### src/osc_pkg.sv
`default_nettype none
package osc_pkg;
  // Bus map
  localparam logic [7:0] ADDR_OSC_CONTROL = 8'h00;
  localparam logic [7:0] ADDR_OSC_TUNING  = 8'h04;
  localparam logic [1:0] RESP_OKAY        = 2'b00;
  localparam logic [1:0] RESP_SLVERR      = 2'b10;

  // Field layout of oscillator_control
  localparam int FREQ_SEL_LSB   = 4;
  localparam int EXT_ACTIVE_BIT = 3;
  localparam int FAST_STAB_BIT  = 2;
  localparam int SLOW_STAB_BIT  = 1;
  localparam int SYSCLK_SEL_BIT = 0;
  localparam int TUNE_WIDTH     = 5;

  // Reset values
  localparam logic [2:0] FREQ_SEL_RESET   = 3'h6;
  localparam logic       SYSCLK_SEL_RESET = 1'b0;
  localparam logic [4:0] TUNE_RESET       = 5'h00;

  // Frequency select codes
  localparam logic [2:0] FREQ_8MHZ  = 3'h7;
  localparam logic [2:0] FREQ_31KHZ = 3'h0;

  // Clock source configuration codes
  localparam logic [2:0] MODE_INTERNAL_IO     = 3'h4;
  localparam logic [2:0] MODE_INTERNAL_DIVIDED_CLOCK_OUTPUT = 3'h5;
  localparam logic [2:0] MODE_RC_IO           = 3'h6;
  localparam logic [2:0] MODE_RC_CLOCK        = 3'h7;

  // Oscillator models: phase increments per 10 ns clock, 2^32 full scale
  localparam logic [31:0] FAST_INC    = 32'h147ae148;
  localparam logic [31:0] SLOW_INC    = 32'h00145070;
  localparam logic [33:0] TUNE_STEP   = 34'h000051eb8;
  localparam logic [31:0] DRIFT_STEP  = 32'h00000400;

  // Timing
  localparam int CLK_PERIOD_NS = 10;
  localparam int T_WARM_NS     = 2000;
  localparam int WARM_CYCLES   = (T_WARM_NS + CLK_PERIOD_NS - 1) / CLK_PERIOD_NS;
  localparam int WARM_W        = 12;
  localparam int DIV4_W        = 2;
  localparam int POST_W        = 6;

  typedef enum logic [1:0] {
    SW_IDLE,
    SW_WARM,
    SW_FALL,
    SW_RISE
  } switch_state_t;
endpackage
`default_nettype wire

### src/osc_if.sv
`default_nettype none
interface osc_if;
  logic        en;
  logic [31:0] inc;
  logic        wave;
  logic        stable;

  modport ctrl (output en, output inc, input wave, input stable);
  modport osc  (input en, input inc, output wave, output stable);
endinterface
`default_nettype wire

### src/osc_clock_select.sv
// The AXI4-Lite register port and the register offsets are this design's own decisions.
`default_nettype none
module osc_clock_select
  import osc_pkg::*;
(
  input  wire logic        clk,
  input  wire logic        rst,
  // AXI4-Lite slave
  input  wire logic [7:0]  s_axi_awaddr,
  input  wire logic        s_axi_awvalid,
  output logic             s_axi_awready,
  input  wire logic [31:0] s_axi_wdata,
  input  wire logic [3:0]  s_axi_wstrb,
  input  wire logic        s_axi_wvalid,
  output logic             s_axi_wready,
  output logic [1:0]       s_axi_bresp,
  output logic             s_axi_bvalid,
  input  wire logic        s_axi_bready,
  input  wire logic [7:0]  s_axi_araddr,
  input  wire logic        s_axi_arvalid,
  output logic             s_axi_arready,
  output logic [31:0]      s_axi_rdata,
  output logic [1:0]       s_axi_rresp,
  output logic             s_axi_rvalid,
  input  wire logic        s_axi_rready,
  // Static configuration
  input  wire logic [2:0]  clock_mode_config,
  input  wire logic        two_speed_enable,
  input  wire logic        power_up_delay_timer_en,
  input  wire logic        watchdog_timer_en,
  input  wire logic        clock_fail_monitor_en,
  // Pins
  input  wire logic        osc_in_pin_i,
  output logic             osc_out_pin_o,
  output logic             osc_out_pin_oe_n,
  output logic             osc_in_gpio_free,
  output logic             osc_out_gpio_free,
  // Clock outputs
  output logic             system_clock_level,
  output logic             slow_time_base
);
  import osc_pkg::*;

  osc_if fast_if ();
  osc_if slow_if ();

  osc_source u_fast (
    .clk  (clk),
    .rst  (rst),
    .port (fast_if.osc)
  );

  osc_source u_slow (
    .clk  (clk),
    .rst  (rst),
    .port (slow_if.osc)
  );

  logic [2:0]          internal_freq_select;
  logic                sysclk_select;
  logic [TUNE_WIDTH-1:0] tune_value;
  logic                fast_osc_stable;
  logic                slow_osc_stable;
  logic                external_clock_active;
  switch_state_t       sw_state;
  logic [2:0]          cur_sel;
  logic [2:0]          pend_sel;
  logic                clk_hold;
  logic                cur_prev;
  logic                new_prev;
  logic                fast_prev;
  logic [POST_W-1:0]   post_cnt;
  logic                ext_meta;
  logic                ext_sync;
  logic                ext_prev;
  logic                int_clk;
  logic                int_prev;
  logic [DIV4_W-1:0]   div4_cnt;
  logic                internal_mode;
  logic                cur_level;
  logic                new_level;
  logic                switching;
  logic signed [33:0]  fast_target;

  function automatic logic uses_fast(input logic [2:0] code);
    uses_fast = (code != FREQ_31KHZ);
  endfunction

  // Postscaler: counter bit k is the fast clock divided by 2^(k+1)
  function automatic logic src_level(input logic [2:0] code);
    if (code == FREQ_31KHZ)
      src_level = slow_if.wave;
    else if (code == FREQ_8MHZ)
      src_level = fast_if.wave;
    else
      src_level = post_cnt[3'(FREQ_8MHZ - code - 3'h1)];
  endfunction

  // Pin input into the clock domain through two flops
  always_ff @(posedge clk or posedge rst)
  begin
    if (rst)
    begin
      ext_meta <= 1'b0;
      ext_sync <= 1'b0;
    end
    else
    begin
      ext_meta <= osc_in_pin_i;
      ext_sync <= ext_meta;
    end
  end

  always_ff @(posedge clk or posedge rst)
  begin
    if (rst)
    begin
      fast_prev <= 1'b0;
      post_cnt  <= '0;
    end
    else
    begin
      fast_prev <= fast_if.wave;
      if (fast_if.wave && !fast_prev)
        post_cnt <= post_cnt + 1'b1;
    end
  end

  assign switching = (sw_state != SW_IDLE);

  // Oscillators in use by a switch stay on until it completes
  assign fast_if.en = (uses_fast(internal_freq_select)
                       && (sysclk_select || two_speed_enable))
                      || (switching && (uses_fast(cur_sel) || uses_fast(pend_sel)));
  assign slow_if.en = (!uses_fast(internal_freq_select)
                       && (sysclk_select || two_speed_enable))
                      || power_up_delay_timer_en || watchdog_timer_en
                      || clock_fail_monitor_en
                      || (switching && (!uses_fast(cur_sel) || !uses_fast(pend_sel)));

  assign fast_target = 34'(FAST_INC)
                       + {{(34 - TUNE_WIDTH){tune_value[TUNE_WIDTH-1]}}, tune_value}
                       * $signed(TUNE_STEP);
  assign fast_if.inc = fast_target[31:0];
  assign slow_if.inc = SLOW_INC;

  assign slow_time_base = slow_if.wave;

  assign cur_level = src_level(cur_sel);
  assign new_level = src_level(pend_sel);

  // Glitch-free frequency switch. A source that is not running gives no
  // falling edge, so that wait is skipped rather than hanging.
  always_ff @(posedge clk or posedge rst)
  begin
    if (rst)
    begin
      sw_state        <= SW_IDLE;
      cur_sel         <= FREQ_SEL_RESET;
      pend_sel        <= FREQ_SEL_RESET;
      clk_hold        <= 1'b0;
      cur_prev        <= 1'b0;
      new_prev        <= 1'b0;
      fast_osc_stable <= 1'b0;
      slow_osc_stable <= 1'b0;
    end
    else
    begin
      cur_prev <= cur_level;
      new_prev <= new_level;
      case (sw_state)
        SW_IDLE:
        begin
          fast_osc_stable <= fast_if.stable;
          slow_osc_stable <= slow_if.stable;
          if (internal_freq_select != cur_sel)
          begin
            pend_sel <= internal_freq_select;
            sw_state <= SW_WARM;
          end
        end
        SW_WARM:
        begin
          // Postscaled fast codes share one running oscillator
          if (uses_fast(pend_sel) ? fast_if.stable : slow_if.stable)
            sw_state <= SW_FALL;
        end
        SW_FALL:
        begin
          if (!(uses_fast(cur_sel) ? fast_if.stable : slow_if.stable)
              || (cur_prev && !cur_level))
          begin
            clk_hold <= 1'b1;
            sw_state <= SW_RISE;
          end
        end
        SW_RISE:
        begin
          if (new_level && !new_prev)
          begin
            cur_sel         <= pend_sel;
            clk_hold        <= 1'b0;
            fast_osc_stable <= fast_if.stable;
            slow_osc_stable <= slow_if.stable;
            sw_state        <= SW_IDLE;
          end
        end
        default:
        begin
          clk_hold <= 1'b0;
          sw_state <= SW_IDLE;
        end
      endcase
    end
  end

  assign int_clk = clk_hold ? 1'b0 : cur_level;

  assign internal_mode = (clock_mode_config == MODE_INTERNAL_IO)
                         || (clock_mode_config == MODE_INTERNAL_DIVIDED_CLOCK_OUTPUT);

  assign external_clock_active = !(sysclk_select || internal_mode);

  // Automatic switchover is not modelled here and never touches the select
  // bit; software reads the active source from the status bit instead
  assign system_clock_level = sysclk_select ? int_clk
                              : (internal_mode ? int_clk : ext_sync);

  assign osc_in_gpio_free  = internal_mode;
  assign osc_out_gpio_free = !((clock_mode_config == MODE_RC_CLOCK)
                               || (clock_mode_config == MODE_INTERNAL_DIVIDED_CLOCK_OUTPUT));

  // Divide-by-four of the oscillator that feeds the output pin
  always_ff @(posedge clk or posedge rst)
  begin
    if (rst)
    begin
      int_prev         <= 1'b0;
      ext_prev         <= 1'b0;
      div4_cnt         <= '0;
      osc_out_pin_o    <= 1'b0;
      osc_out_pin_oe_n <= 1'b1;
    end
    else
    begin
      int_prev <= int_clk;
      ext_prev <= ext_sync;
      case (clock_mode_config)
        MODE_RC_CLOCK:
        begin
          osc_out_pin_oe_n <= 1'b0;
          if (ext_sync && !ext_prev)
            div4_cnt <= div4_cnt + 1'b1;
          osc_out_pin_o <= div4_cnt[DIV4_W-1];
        end
        MODE_INTERNAL_DIVIDED_CLOCK_OUTPUT:
        begin
          osc_out_pin_oe_n <= 1'b0;
          if (int_clk && !int_prev)
            div4_cnt <= div4_cnt + 1'b1;
          osc_out_pin_o <= div4_cnt[DIV4_W-1];
        end
        default:
        begin
          osc_out_pin_oe_n <= 1'b1;
          osc_out_pin_o    <= 1'b0;
          div4_cnt         <= '0;
        end
      endcase
    end
  end

  // Register slave: address and data may arrive in either order
  logic       aw_held;
  logic       w_held;
  logic [7:0] aw_addr;
  logic [31:0] w_data;
  logic [3:0] w_strb;
  logic       do_write;

  assign s_axi_awready = !aw_held && !s_axi_bvalid;
  assign s_axi_wready  = !w_held && !s_axi_bvalid;
  assign s_axi_arready = !s_axi_rvalid;
  assign do_write      = aw_held && w_held && !s_axi_bvalid;

  always_ff @(posedge clk or posedge rst)
  begin
    if (rst)
    begin
      aw_held <= 1'b0;
      w_held  <= 1'b0;
      aw_addr <= '0;
      w_data  <= '0;
      w_strb  <= '0;
    end
    else
    begin
      if (s_axi_awvalid && s_axi_awready)
      begin
        aw_held <= 1'b1;
        aw_addr <= s_axi_awaddr;
      end
      if (s_axi_wvalid && s_axi_wready)
      begin
        w_held <= 1'b1;
        w_data <= s_axi_wdata;
        w_strb <= s_axi_wstrb;
      end
      if (do_write)
      begin
        aw_held <= 1'b0;
        w_held  <= 1'b0;
      end
    end
  end

  always_ff @(posedge clk or posedge rst)
  begin
    if (rst)
    begin
      internal_freq_select <= FREQ_SEL_RESET;
      sysclk_select        <= SYSCLK_SEL_RESET;
      tune_value           <= TUNE_RESET;
    end
    else if (do_write && w_strb[0])
    begin
      if (aw_addr == ADDR_OSC_CONTROL)
      begin
        internal_freq_select <= w_data[FREQ_SEL_LSB +: 3];
        sysclk_select        <= w_data[SYSCLK_SEL_BIT];
      end
      else if (aw_addr == ADDR_OSC_TUNING)
        tune_value <= w_data[TUNE_WIDTH-1:0];
    end
  end

  always_ff @(posedge clk or posedge rst)
  begin
    if (rst)
    begin
      s_axi_bvalid <= 1'b0;
      s_axi_bresp  <= RESP_OKAY;
    end
    else if (do_write)
    begin
      s_axi_bvalid <= 1'b1;
      s_axi_bresp  <= (aw_addr == ADDR_OSC_CONTROL || aw_addr == ADDR_OSC_TUNING)
                      ? RESP_OKAY : RESP_SLVERR;
    end
    else if (s_axi_bready)
      s_axi_bvalid <= 1'b0;
  end

  always_ff @(posedge clk or posedge rst)
  begin
    if (rst)
    begin
      s_axi_rvalid <= 1'b0;
      s_axi_rdata  <= '0;
      s_axi_rresp  <= RESP_OKAY;
    end
    else if (s_axi_arvalid && s_axi_arready)
    begin
      s_axi_rvalid <= 1'b1;
      s_axi_rresp  <= RESP_OKAY;
      s_axi_rdata  <= '0;
      if (s_axi_araddr == ADDR_OSC_CONTROL)
      begin
        s_axi_rdata[FREQ_SEL_LSB +: 3]  <= internal_freq_select;
        s_axi_rdata[EXT_ACTIVE_BIT]     <= external_clock_active;
        s_axi_rdata[FAST_STAB_BIT]      <= fast_osc_stable;
        s_axi_rdata[SLOW_STAB_BIT]      <= slow_osc_stable;
        s_axi_rdata[SYSCLK_SEL_BIT]     <= sysclk_select;
      end
      else if (s_axi_araddr == ADDR_OSC_TUNING)
        s_axi_rdata[TUNE_WIDTH-1:0] <= tune_value;
      else
        s_axi_rresp <= RESP_SLVERR;
    end
    else if (s_axi_rready)
      s_axi_rvalid <= 1'b0;
  end
endmodule
`default_nettype wire

### src/osc_source.sv
`default_nettype none
module osc_source
  import osc_pkg::*;
(
  input wire logic clk,
  input wire logic rst,
  osc_if.osc       port
);
  logic [31:0]       acc;
  logic [31:0]       cur_inc;
  logic [WARM_W-1:0] warm_cnt;

  // Start-up delay after enable; the wave only runs once warm
  always_ff @(posedge clk or posedge rst)
  begin
    if (rst)
    begin
      warm_cnt    <= '0;
      port.stable <= 1'b0;
    end
    else if (!port.en)
    begin
      warm_cnt    <= '0;
      port.stable <= 1'b0;
    end
    else if (!port.stable)
    begin
      warm_cnt    <= warm_cnt + 1'b1;
      port.stable <= (warm_cnt == WARM_W'(WARM_CYCLES - 1));
    end
  end

  // Frequency slews toward a new target instead of jumping, so retuning
  // never produces a short pulse; nothing reports when it arrives
  always_ff @(posedge clk or posedge rst)
  begin
    if (rst)
      cur_inc <= '0;
    else if (!port.stable)
      cur_inc <= port.inc;
    else if (cur_inc + DRIFT_STEP < port.inc)
      cur_inc <= cur_inc + DRIFT_STEP;
    else if (cur_inc > port.inc + DRIFT_STEP)
      cur_inc <= cur_inc - DRIFT_STEP;
    else
      cur_inc <= port.inc;
  end

  always_ff @(posedge clk or posedge rst)
  begin
    if (rst)
      acc <= '0;
    else if (!port.stable)
      acc <= '0;
    else
      acc <= acc + cur_inc;
  end

  assign port.wave = acc[31];
endmodule
`default_nettype wire

### config.mk
export PLATFORM = sky130hd
export DESIGN_NAME = osc_clock_select
export DESIGN_NICKNAME = d
export VERILOG_FILES = /design/src/osc_pkg.sv /design/src/osc_if.sv /design/src/osc_clock_select.sv /design/src/osc_source.sv
export SDC_FILE = /design/constraint.sdc
export NUM_CORES = 1
export LEC_CHECK = 0
export BUFFER_PORTS_ARGS = -buffer_cell sky130_fd_sc_hd__buf_2
export CAP_MARGIN = 20
export CELL_PAD_IN_SITES_DETAIL_PLACEMENT = 2
export CELL_PAD_IN_SITES_GLOBAL_PLACEMENT = 2
export CORE_UTILIZATION = 43
export DETAILED_ROUTE_END_ITERATION = 16
export GPL_ROUTABILITY_DRIVEN = 0
export MAX_ROUTING_LAYER = met4
export PLACE_DENSITY = 0.95
export SETUP_SLACK_MARGIN = 0.05
export SYNTH_ARGS = -nofsm -noshare
export SYNTH_HDL_FRONTEND = slang
export SYNTH_HIERARCHICAL = 1
export SYNTH_SLANG_ARGS = --single-unit
### constraint.sdc
create_clock -name clk -period 28.1 [get_ports clk]
set_clock_uncertainty 0.15 [all_clocks]
set_input_delay 1.405 -clock clk [delete_from_list [all_inputs] [get_ports clk]]
set_output_delay 1.405 -clock clk [all_outputs]
set_load 0.05 [all_outputs]
==> summary.txt, run 1 <==
Yosys
  – Most frequent cell after synthesis: ha_1
  – Synth top cells by count: 281 x ha_1, 213 x dfrtp_1, 202 x inv_1, 184 x nand2_1, 180 x nor2_1
  – Synth Area per Inst: 8.74 um2
  – Yosys cell types: 102
  – Post-synth top area share: 25.2%
  – Synth Cell Area: 21100 um2
  – Post-synthesis sequential area ratio: 26.1%
  – Asr flop ratio synth: 100%
  – Synth area leader: dfrtp_1
  – Top cells by area, synth: dfrtp_1 25%, ha_1 17%, xnor2_1 6.5%, inv_1 3.6%, a21oi_1 3.3%
  – Top_reg_cell synth: dfrtp_1
  – Synth warn: 6
  – Post-synth EDFFs: 0
  – #FFs+latches synth: 220
  – Synthesized instance count: 2417

Placement
  – PortBufs: 58
  – Post-DP HPWL: 70.6 mm
  – DP Worst Slack: 16.44 ns
  – Placed inst area: 22300 um2

Global route
  – Gr ovfl total: 121
  – Initial antenna violation count: 23
  – Gr usage total: 67.8%
  – Largest net degree at the start of global routing: 78

CTS
  – TritonCTS Buffers: 28
  – H-tree depth: 1
  – Clock Sinks: 220
  – Worst-case clock buffer depth: 3
  – Resize count post-CTS: 0
  – Setup Fix Bufs, Post-CTS: 0
  – CTS Root Cell: clkbuf_16
  – Hold_buf cts: 0

Die
  – Starting Density: 43.9%
  – Die X-Extent: 224 um
  – Die Span Y: 224 um
  – IO Pins: 114
  – Row cnt: 80

Run status
  – Err: [ERROR GRT-0232] Routing congestion too high. Check the congestion heatmap in the GUI.
  – Last flow stage reached: 5_1_grt
  – Status: stopped before the end
## metrics by stage
| step | utilization, % | std cells | hold slack [ns] |
|---|---|---|---|
| after global placement | 46.4 | 3184 | 0.188 |
| after detailed placement | 46.4 | 3184 | 0.199 |
| after CTS | 48.4 | 3236 | 0.257 |
| after floorplan | - | 2550 | 0.181 |
## cells by family after synthesis
logic type	share of synthesized area, %
adder cells (fa/ha/maj)	19.6
XOR/XNOR	9.82
buffers and inverters	5.99
AND/OR/NAND/NOR	18.1
flip-flops	26.1
other	0.0355
AO/OA/AOI/OAI	16.1
multiplexers	4.32
## metal layers
metal	track usage, %	overflow
met5	-	-
met4	65.9	55
met3	48.2	4
met2	85.6	61
met1	66.3	1
==> run 2: changes to the inputs <==
Settings changed: CELL_PAD_IN_SITES_DETAIL_PLACEMENT 2 to not set, CELL_PAD_IN_SITES_GLOBAL_PLACEMENT 2 to not set, CORE_UTILIZATION 43 to 40, MAX_ROUTING_LAYER met4 to not set, PLACE_DENSITY 0.95 to not set, PLACE_DENSITY_LB_ADDON set to 0.15, SETUP_SLACK_MARGIN 0.05 to not set.
==> run 2 against run 1 <==
  * Synthesized cell count is the same
  * The run now ends clean
  * Synthesized area is the same
==> summary.txt, run 2 <==
Timing
  – Min Tclk post-route: 10.23 ns
  – Worst Setup Slack, final: 17.87 ns
  – Max-slew violations: 0
  – Rel. slew slack: 42.8%
  – Fmax: 0.0977 GHz
  – Tightest Pin Transition: 0.836 ns
  – Final setup violation count: 0
  – Final hold viol count: 0
  – Total Neg Setup Slack: 0 ns
  – Final critical-path share of the clock period: 36.4%
  – RSZ-0062 raised after global routing: false

CTS
  – TritonCTS Buffers: 29 (+3.6%)
  – CTS tree: done
  – H-tree depth: 1 (unchanged)
  – CTS Root Cell: clkbuf_16
  – Hold_buf cts: 0 (unchanged)
  – Worst-case clock buffer depth: 3 (unchanged)
  – Setup Fix Bufs, Post-CTS: 0 (unchanged)
  – CTS clk-pin slew, worst paths: 0.06 ns
  – Clock Latency Late Sink: 0.57 ns
  – Resize count post-CTS: 0 (unchanged)
  – Clock Sinks: 220 (unchanged)

Yosys
  – Post-synth top area share: 25.2% (unchanged)
  – Synthesized instance count: 2417 (unchanged)
  – Most frequent cell after synthesis: ha_1
  – Post-synth EDFFs: 0 (unchanged)
  – Synth warn: 6 (unchanged)
  – Synth Cell Area: 21100 um2 (unchanged)
  – Synth top cells by count: 281 x ha_1, 213 x dfrtp_1, 202 x inv_1, 184 x nand2_1, 180 x nor2_1
  – Post-synthesis sequential area ratio: 26.1% (unchanged)
  – Asr flop ratio synth: 100% (unchanged)
  – Yosys cell types: 102 (unchanged)
  – #FFs+latches synth: 220 (unchanged)
  – Top_reg_cell synth: dfrtp_1
  – Top cells by area, synth: dfrtp_1 25%, ha_1 17%, xnor2_1 6.5%, inv_1 3.6%, a21oi_1 3.3%
  – Synth area leader: dfrtp_1
  – Synth Area per Inst: 8.74 um2 (unchanged)

Critical path
  – Startpoint Class: flop
  – Worst EP required: 28.39 ns
  – Reg-to-reg slack, setup: 17.87 ns
  – FF-to-FF End: u_fast/cur_inc[3]$_DFFE_PP0P_
  – Kind of critical path: reg -> reg
  – Cell depth of the worst flop-to-flop path: 37
  – Critical path arrival: 10.52 ns
  – Crit-path slowest cell: dfrtp_1
  – CP endpoint kind: flop
  – Slowest stage delay, CP: 0.75 ns
  – Cell mode on critical path: inv_1
  – Critical Path Start: tune_value[0]$_DFFE_PP0P_
  – Critical path fanouts, max: 11
  – Start of the worst register-to-register path: tune_value[0]$_DFFE_PP0P_
  – Crit path to: u_fast/cur_inc[3]$_DFFE_PP0P_

Die
  – Die Span Y: 232 um (+3.7%)
  – IO Pins: 114 (unchanged)
  – Row cnt: 83 (+3.8%)
  – Die X-Extent: 232 um (+3.7%)
  – Placeable Area: 51700 um2
  – Starting Density: 40.9% (-3.0 points)
  – Die ar.: 53700 um2

Worst hold path
  – Hold Path Class: reg -> reg
  – Min-delay src: ext_meta$_DFF_PP0_

Global route
  – Initial antenna violation count: 1
  – Gr ovfl total: 0
  – First-pass GRT wire length: 84.1 mm
  – Gr usage total: 18.9%
  – Vias in the first global route: 16.8k
  – Largest net degree at the start of global routing: 58

Power and ir drop
  – Power Total: 0.00179 W
  – Clock power frac: 21.2%
  – Switching power: 0.000812 W
  – Int Pwr: 0.000977 W
  – P_leak: 11.3 nW
  – Switching Share: 45.4%
  – Pwr Density: 76.6 nW/um2
  – Combinational Power Share: 56.1%
  – Peak VDD IR: 101 uV
  – Flop pwr share: 22.7%

Detailed routing
  – Routed WL per cell: 15.5 um
  – DRT iter0 DRCs: 749
  – Post-route ant nets: 0
  – 1st-pass router iterations: 6
  – Vias/cell: 5.23
  – DR vias: 17.0k
  – Post-route DRC: 0
  – Final wirelength: 50.4 mm

Placement
  – DP Worst Slack: 17.88 ns (+1.44 ns)
  – Placed inst area: 22400 um2 (+0.17%)
  – Post-DP HPWL: 38.5 mm (-45%)
  – PortBufs: 58 (unchanged)

Job
  – Max-Cap Viols: 0

Run status
  – Status: finished clean

Finish
  – Layout cells sized above 1: 9.03%
  – Register Area: 5520 um2
  – Fill cell count: 5075
  – Fin nets: 2939
  – Final core utilization: 45.1%
  – Area growth from synthesis to layout: 10.5%
  – Commonest non-fill, non-tap cell in the layout: ha_1
  – Area occupied by multi-input gates: 14900 um2
  – Ant. Diodes: 0
  – Final Cell Area: 23300 um2
  – Most frequent cells in the layout: 281 x ha_1, 212 x dfrtp_1, 199 x inv_1
## run 2: cell counts after synthesis
Identical to the previous run, type by type.
## run 2: cells by family after synthesis
group / after synthesis / share of synthesized area [%]
multiplexers: 83 / 4.32
buffers and inverters: 297 / 5.99
adder cells (fa/ha/maj): 312 / 19.6
AND/OR/NAND/NOR: 764 / 18.1
XOR/XNOR: 237 / 9.82
other: 2 / 0.0355
AO/OA/AOI/OAI: 502 / 16.1
flip-flops: 220 / 26.1
## run 2: power by group through the flow
stage / Sequential, W / Combinational (W) / Clock (W)
floorplan: 0.000396 / 0.000817 / 0
global placement: 0.000409 / 0.000983 / 0
detailed placement: 0.000411 / 0.000997 / 0
CTS: 0.000405 / 0.00100 / 0.000392
global route: 0.000412 / 0.00113 / 0.000404
finish: 0.000406 / 0.00100 / 0.000380
## run 2: metal layers
metal	GRT usage (%)	vias up	part of all wire [%]
li1	-	8692	-
met1	26.1	8050	49
met2	31.5	231	46
met3	2.27	66	3.3
met4	4.21	0	1.7
met5	0	-	0
## run 2: through the flow
stage	hold slack, ns	std cells
after global placement	0.196	3209
final	0.208	3259
after detailed placement	0.196	3209
after global routing	0.214	3259
after CTS	0.209	3259
after floorplan	0.181	2550
## run 2: how the worst min path moves through the flow
stage / end / cells after the start
2_1_floorplan: ext_sync$_DFF_PP0_ / 0
3_3_place_gp: ext_sync$_DFF_PP0_ / 0
3_5_place_dp: ext_sync$_DFF_PP0_ / 0
4_1_cts: ext_sync$_DFF_PP0_ / 0
5_1_grt: ext_sync$_DFF_PP0_ / 0
6_report: ext_sync$_DFF_PP0_ / 0
## run 2: worst max-delay path: cells and delay by family (launching register included)
kind	cells	cell delay (ns)
flip-flops	1	0.75
multiplexers	1	0.38
AO/OA/AOI/OAI	8	2.26
XOR/XNOR	2	0.47
buffers and inverters	7	0.67
AND/OR/NAND/NOR	11	2.16
adder cells (fa/ha/maj)	8	3.26
## run 2: cell type report
| cell class | count | area share [%] |
|---|---|---|
| multi-input cells | 2033 | 63.6 |
| clock inverters | 15 | 0.793 |
| well taps | 680 | 3.64 |
| inverters | 204 | 3.29 |
| flip-flops and latches | 220 | 23.6 |
| repair buffers | 72 | 1.69 |
| clock buffers | 35 | 3.33 |
Power figures use the tool's default switching activity.
==> run 3: changes to the inputs <==
Clock period 28.1 ns to 10.4 ns, I/O delays scaled along.
==> run 3 against run 2 <==
  * Hold slack worse by 0.16 ns
  * Critical path depth unchanged
  * Register-to-register slack worse by 17 ns
  * Cell count up 0.95%
  * First-iteration DRC count up 0.27%
  * Worst setup slack worse by 17 ns
  * Global-route usage up 0.18 points
  * Count of clock-buffer cells in the layout up 6
  * Sequential cell count unchanged
  * Clock power rose to 2.8 times the previous value
  * Largest cell class unchanged
  * Highest routed layer unchanged
==> summary.txt, run 3 (synthesis gave the netlist of run 2 again) <==
Die
  – IO Pins: 114 (unchanged)
  – Placeable Area: 51700 um2 (unchanged)
  – Row cnt: 83 (unchanged)
  – Die Span Y: 232 um (unchanged)
  – Die X-Extent: 232 um (unchanged)
  – Starting Density: 40.9% (unchanged)
  – Die ar.: 53700 um2 (unchanged)

Power and ir drop
  – Peak VDD IR: 302 uV (+200%)
  – Switching Share: 45.3% (-0.14 points)
  – Int Pwr: 0.00268 W (+170%)
  – Power Total: 0.00490 W (+170%)
  – Flop pwr share: 22.3% (-0.4 points)
  – Clock power frac: 21.9% (+0.7 points)
  – P_leak: 11.4 nW (+1.3%)
  – Pwr Density: 207 nW/um2 (+170%)
  – Combinational Power Share: 55.8% (-0.3 points)
  – Switching power: 0.00222 W (+170%)

Critical path
  – Crit path max-delay family: adder cells
  – Cell mode on critical path: inv_1
  – Kind of critical path: reg -> reg
  – Worst EP required: 10.71 ns (-17.68 ns)
  – Sum of buffers and inverters on the critical path: 7 (unchanged)
  – Critical path fanouts, max: 8 (-3)
  – Crit-path slowest cell: fa_1
  – Startpoint Class: flop
  – Reg-to-reg slack, setup: 0.83 ns (-17.03 ns)
  – CP endpoint kind: flop
  – Slowest stage delay, CP: 0.54 ns (-0.21 ns)
  – Critical path arrival: 9.88 ns (-0.64 ns)

Global route
  – Largest net degree at the start of global routing: 78 (+34%)
  – Gr usage total: 19.1% (+0.18 points)
  – Initial antenna violation count: 1 (unchanged)
  – Vias in the first global route: 17.2k (+2.4%)
  – Gr ovfl total: 0 (unchanged)
  – First-pass GRT wire length: 85.1 mm (+1.1%)

Timing
  – Worst Setup Slack, final: 0.835 ns (-17.03 ns)
  – RSZ-0062 raised after global routing: false
  – Fmax: 0.105 GHz (+7.0%)
  – Rel. slew slack: 43.7% (+0.87 points)
  – Max-slew violations: 0 (unchanged)
  – Total Neg Setup Slack: 0 ns (unchanged)
  – Final hold viol count: 0 (unchanged)
  – Min Tclk post-route: 9.57 ns (-0.667 ns)
  – Final setup violation count: 0 (unchanged)
  – Final critical-path share of the clock period: 92.0% (+56 points)
  – Tightest Pin Transition: 0.845 ns (+0.00853 ns)

Finish
  – Ant. Diodes: 0 (unchanged)
  – Commonest non-fill, non-tap cell in the layout: ha_1
  – Fin nets: 2966 (+0.92%)
  – Area growth from synthesis to layout: 12.1%
  – Final core utilization: 45.8% (+0.66 points)
  – Most frequent cells in the layout: 281 x ha_1, 212 x dfrtp_1, 199 x inv_1
  – Layout cells sized above 1: 9.16% (+0.12 points)
  – Final Cell Area: 23700 um2 (+1.5%)

CTS
  – CTS Root Cell: clkbuf_16
  – CTS tree: done
  – H-tree depth: 1 (unchanged)
  – Worst-case clock buffer depth: 3 (unchanged)
  – TritonCTS Buffers: 29 (unchanged)
  – Clock Latency Late Sink: 0.59 ns (+0.02 ns)
  – Clock Sinks: 220 (unchanged)
  – Setup Fix Bufs, Post-CTS: 0 (unchanged)
  – CTS clk-pin slew, worst paths: 0.06 ns (about the same)

Detailed routing
  – Routed WL per cell: 15.4 um (-0.20%)
  – DRT iter0 DRCs: 751 (+0.27%)
  – DR vias: 17.3k (+1.6%)
  – Post-route DRC: 0 (unchanged)
  – Final wirelength: 50.8 mm (+0.75%)
  – Vias/cell: 5.26 (+0.67%)
  – 1st-pass router iterations: 5 (-1)
  – Post-route ant nets: 0 (unchanged)

Placement
  – Placed inst area: 22400 um2 (+0.13%)
  – PortBufs: 58 (unchanged)
  – DP Worst Slack: 0.842 ns (-17.04 ns)
  – Post-DP HPWL: 38.5 mm (about the same)

Job
  – Max-Cap Viols: 0 (unchanged)

Worst hold path
  – Hold Path Class: in -> reg

Run status
  – Status: finished clean
-- run 3: changes by cell type in the layout (fill, tap and decap cells not counted), sizes merged --
cell         before  now
clkbuf           35   41
dlygate4sd3       0   22
clkinvlp          1    2
clkinv           13    9
inv             201  202
buf              72   77
-- run 3: worst paths after layout --
kind,from,endpoint,depth (start not counted)
min reg2reg,ext_meta$_DFF_PP0_,ext_sync$_DFF_PP0_,0
max in group asynchronous,rst,u_fast/acc[1]$_DFF_PP0_,4
max reg2reg,tune_value[0]$_DFFE_PP0P_,u_fast/cur_inc[4]$_DFFE_PP0P_,37
min,s_axi_awvalid,aw_held$_DFFE_PP0P_,3
max,tune_value[0]$_DFFE_PP0P_,u_fast/cur_inc[4]$_DFFE_PP0P_,37
min in group asynchronous,rst,s_axi_rresp[1]$_DFFE_PP0P_,3
-- run 3: metrics by stage --
step / instances / hold slack [ns]
floorplan: 2550 / 0.181
global placement: 3213 / 0.205
detailed placement: 3213 / 0.196
CTS: 3289 / 0.0118
global route: 3290 / 0.0460
finish: 3290 / 0.0449
-- run 3: worst reg2reg max path, delay by kind of cell (launching register included) --
kind,cells,cell delay [ns]
fa+ha+maj,8,3.16
simple gates,12,2.52
compound gates,7,1.83
buf+inv,7,0.57
xor+xnor,2,0.46
mux,1,0.38
flops,1,0.37
-- run 3: metal layers --
metal / track usage, % / vias to the layer above / part of all wire, %
met4: 3.84 / 0 / 1.6
met1: 26.4 / 8263 / 50
met2: 32.0 / 270 / 46
met5: 0 / - / 0
li1: - / 8732 / -
met3: 2.10 / 51 / 3.3
-- run 3: area by class of cell --
cell class	count	area, um2
timing repair buffer	99	673
sequential	220	5520
multi-input combinational	2033	14900
inverter	204	768
clock inverter	13	193
clock buffer	41	831
tap	680	851
fill	5029	28000
-- run 3: power by group through the flow --
stage                     Clock, W  Combinational, W  Sequential [W]
after floorplan                  0           0.00221         0.00107
after global placement           0           0.00265         0.00110
after detailed placement         0           0.00271         0.00110
after CTS                  0.00111           0.00273         0.00109
after global routing       0.00114           0.00308         0.00111
final                      0.00107           0.00273         0.00109
-- run 3: repair_timing --
action | 4_1_cts | 5_1_grt
hold buffers | 22 | 0
endpoints found under the hold margin | 53 | 0
resized for setup | 0 | 1
setup endpoints to repair | 0 | 5
==> run 4: changes to the inputs <==
Settings changed: RECOVER_POWER set to 50.
==> run 4 against run 3 <==
  * The flow now finishes with violations (capacitance limit, slew limit)
  * Register-to-register slack hardly changed
  * Total power hardly changed
  * Hold slack better by 0.00057 ns
  * Count of clock-buffer cells in the layout stayed put
  * Routed wire length is 0.12% higher
  * Via count hardly changed
  * Global-route usage stayed put
  * Sequential cell count stayed put
  * Cell count stayed put
  * Critical endpoint is now u_fast/cur_inc[20]$_DFF_PP0_
  * Highest routed layer unchanged
==> summary.txt, run 4 (synthesis gave the netlist of run 2 again) <==
Critical path
  – CP Depth: 34 (-8.1%)
  – Crit path max-delay family: adder cells
  – Worst EP required: 10.70 ns (about the same)
  – Slowest stage delay, CP: 0.54 ns (about the same)
  – Sum of buffers and inverters on the critical path: 4 (-3)
  – Startpoint Class: flop
  – Crit-path slowest cell: fa_1
  – Critical path arrival: 9.86 ns (-0.02 ns)
  – Critical path fanouts, max: 20 (+12)
  – Kind of critical path: reg -> reg
  – Cell depth of the worst flop-to-flop path: 34 (-8.1%)
  – Cell mode on critical path: ha_1
  – CP endpoint kind: flop

Die
  – Starting Density: 40.9% (unchanged)
  – Die Span Y: 232 um (unchanged)
  – Row cnt: 83 (unchanged)
  – Die X-Extent: 232 um (unchanged)
  – Die ar.: 53700 um2 (unchanged)
  – Placeable Area: 51700 um2 (unchanged)
  – IO Pins: 114 (unchanged)

Timing
  – Total Neg Setup Slack: 0 ns (unchanged)
  – Min Tclk post-route: 9.57 ns (+0.000603 ns)
  – Worst Setup Slack, final: 0.834 ns (-0.000603 ns)
  – Final critical-path share of the clock period: 92.0% (about the same)
  – Final hold viol count: 0 (unchanged)
  – Tightest Pin Transition: 3.20 ns (+2.35 ns)
  – Max-slew violations: 254 (+254)
  – Fmax: 0.105 GHz (about the same)
  – Rel. slew slack: -113% (-160 points)
  – Final setup violation count: 0 (unchanged)
  – WHS: 0.0455 ns (+0.000570 ns)
  – RSZ-0062 raised after global routing: false

CTS
  – Clock Latency Late Sink: 0.59 ns (about the same)
  – Setup Fix Bufs, Post-CTS: 0 (unchanged)
  – CTS Root Cell: clkbuf_16
  – CTS clk-pin slew, worst paths: 0.06 ns (about the same)
  – CTS tree: done
  – H-tree depth: 1 (unchanged)
  – Worst-case clock buffer depth: 3 (unchanged)
  – Clock Sinks: 220 (unchanged)
  – TritonCTS Buffers: 29 (unchanged)

Finish
  – Area growth from synthesis to layout: 11.8%
  – Commonest non-fill, non-tap cell in the layout: ha_1
  – Ant. Diodes: 0 (unchanged)
  – Fin nets: 2966 (unchanged)
  – Layout cells sized above 1: 8.51% (-0.65 points)
  – Most frequent cells in the layout: 281 x ha_1, 212 x dfrtp_1, 200 x inv_1

Global route
  – Largest net degree at the start of global routing: 78 (unchanged)
  – Gr ovfl total: 0 (unchanged)
  – First-pass GRT wire length: 85.1 mm (unchanged)
  – Gr usage total: 19.1% (unchanged)
  – Initial antenna violation count: 1 (unchanged)
  – Vias in the first global route: 17.2k (unchanged)

Run status
  – Status: complete, but fails checks
  – Failing checks: capacitance limit, slew limit

Placement
  – Post-DP HPWL: 38.5 mm (unchanged)
  – PortBufs: 58 (unchanged)
  – DP Worst Slack: 0.842 ns (unchanged)

Power and ir drop
  – Pwr Density: 207 nW/um2 (+0.31%)
  – Peak VDD IR: 303 uV (+0.55%)
  – P_leak: 11.3 nW (-0.70%)

Detailed routing
  – Post-route ant nets: 0 (unchanged)
  – DR vias: 17.3k (-0.046%)
  – DRT iter0 DRCs: 767 (+2.1%)
  – Post-route DRC: 0 (unchanged)
  – Final wirelength: 50.8 mm (+0.12%)
  – 1st-pass router iterations: 6 (+1)
  – Routed WL per cell: 15.5 um (+0.12%)
  – Vias/cell: 5.26 (about the same)

Job
  – Max-Cap Viols: 6 (+6)

Worst hold path
  – Hold Path Class: in -> reg
  – Min-Delay Path Depth: 3 (unchanged)
[run 4: cell types whose count changed in the layout (fill, tap and decap cells not counted)]
cell	before	now
and2_0	0	4
and2_1	36	32
buf_16	1	0
buf_2	58	49
buf_4	18	12
clkbuf_1	6	22
clkinv_2	6	4
clkinvlp_2	0	2
inv_1	199	200
inv_2	1	0
[run 4: worst reg2reg max path, delay by kind of cell, from the launching register on]
kind,cells,cell delay [ns]
buffers and inverters,4,0.71
AND/OR/NAND/NOR,11,2.92
flip-flops,1,0.51
XOR/XNOR,2,0.37
adder cells (fa/ha/maj),8,3.03
multiplexers,1,0.17
AO/OA/AOI/OAI,8,1.58
[run 4: final cells by class]
type,count,area (um2)
Tap cell,680,851
Clock buffer,41,831
Clock inverter,13,193
Multi-Input combinational cell,2033,14900
Inverter,204,768
Fill cell,5046,28100
Sequential cell,220,5520
Timing Repair Buffer,99,616
[run 4: per-stage QoR]
stage               std cells  utilization [%]  cell area (um2)  total power [W]
finish                   3290             45.7            23600          0.00490
global route             3290             45.7            23600          0.00533
CTS                      3289             45.7            23700          0.00492
detailed placement       3213             43.3            22400          0.00381
global placement         3213             43.3            22400          0.00375
floorplan                2550                -            21600          0.00328
[run 4: repair_timing]
item,CTS,global route
setup endpoints to repair,0,5
endpoints found under the hold margin,53,0
resized for setup,0,1
hold buffers,22,0
[run 4: final timing paths]
kind | slack, ns | startpoint | end
worst max-delay path | 0.83 | tune_value[4]$_DFFE_PP0P_ | u_fast/cur_inc[20]$_DFF_PP0_
worst min-delay path | 0.05 | s_axi_awvalid | aw_held$_DFFE_PP0P_
worst max register to register | 0.83 | tune_value[4]$_DFFE_PP0P_ | u_fast/cur_inc[20]$_DFF_PP0_
worst min register to register | 0.21 | ext_meta$_DFF_PP0_ | ext_sync$_DFF_PP0_
max in group asynchronous | 5.55 | rst | u_slow/cur_inc[25]$_DFF_PP0_
min in group asynchronous | 0.36 | rst | s_axi_rresp[1]$_DFFE_PP0P_
[run 4: per-layer routing]
layer	up-vias	GRT usage [%]	routed length [um]
met3	53	2.10	1620
met4	0	3.84	835
li1	8732	-	-
met1	8264	26.4	25300
met2	259	32.0	23100
met5	-	0	0
[run 4: power breakdown]
group | internal [W] | switching (W) | leakage (nW) | total, W
Combinational | 0.00106 | 0.00168 | 8.02 | 0.00273
Clock | 0.000657 | 0.000417 | 0.498 | 0.00107
Sequential | 0.000964 | 0.000127 | 2.82 | 0.00109
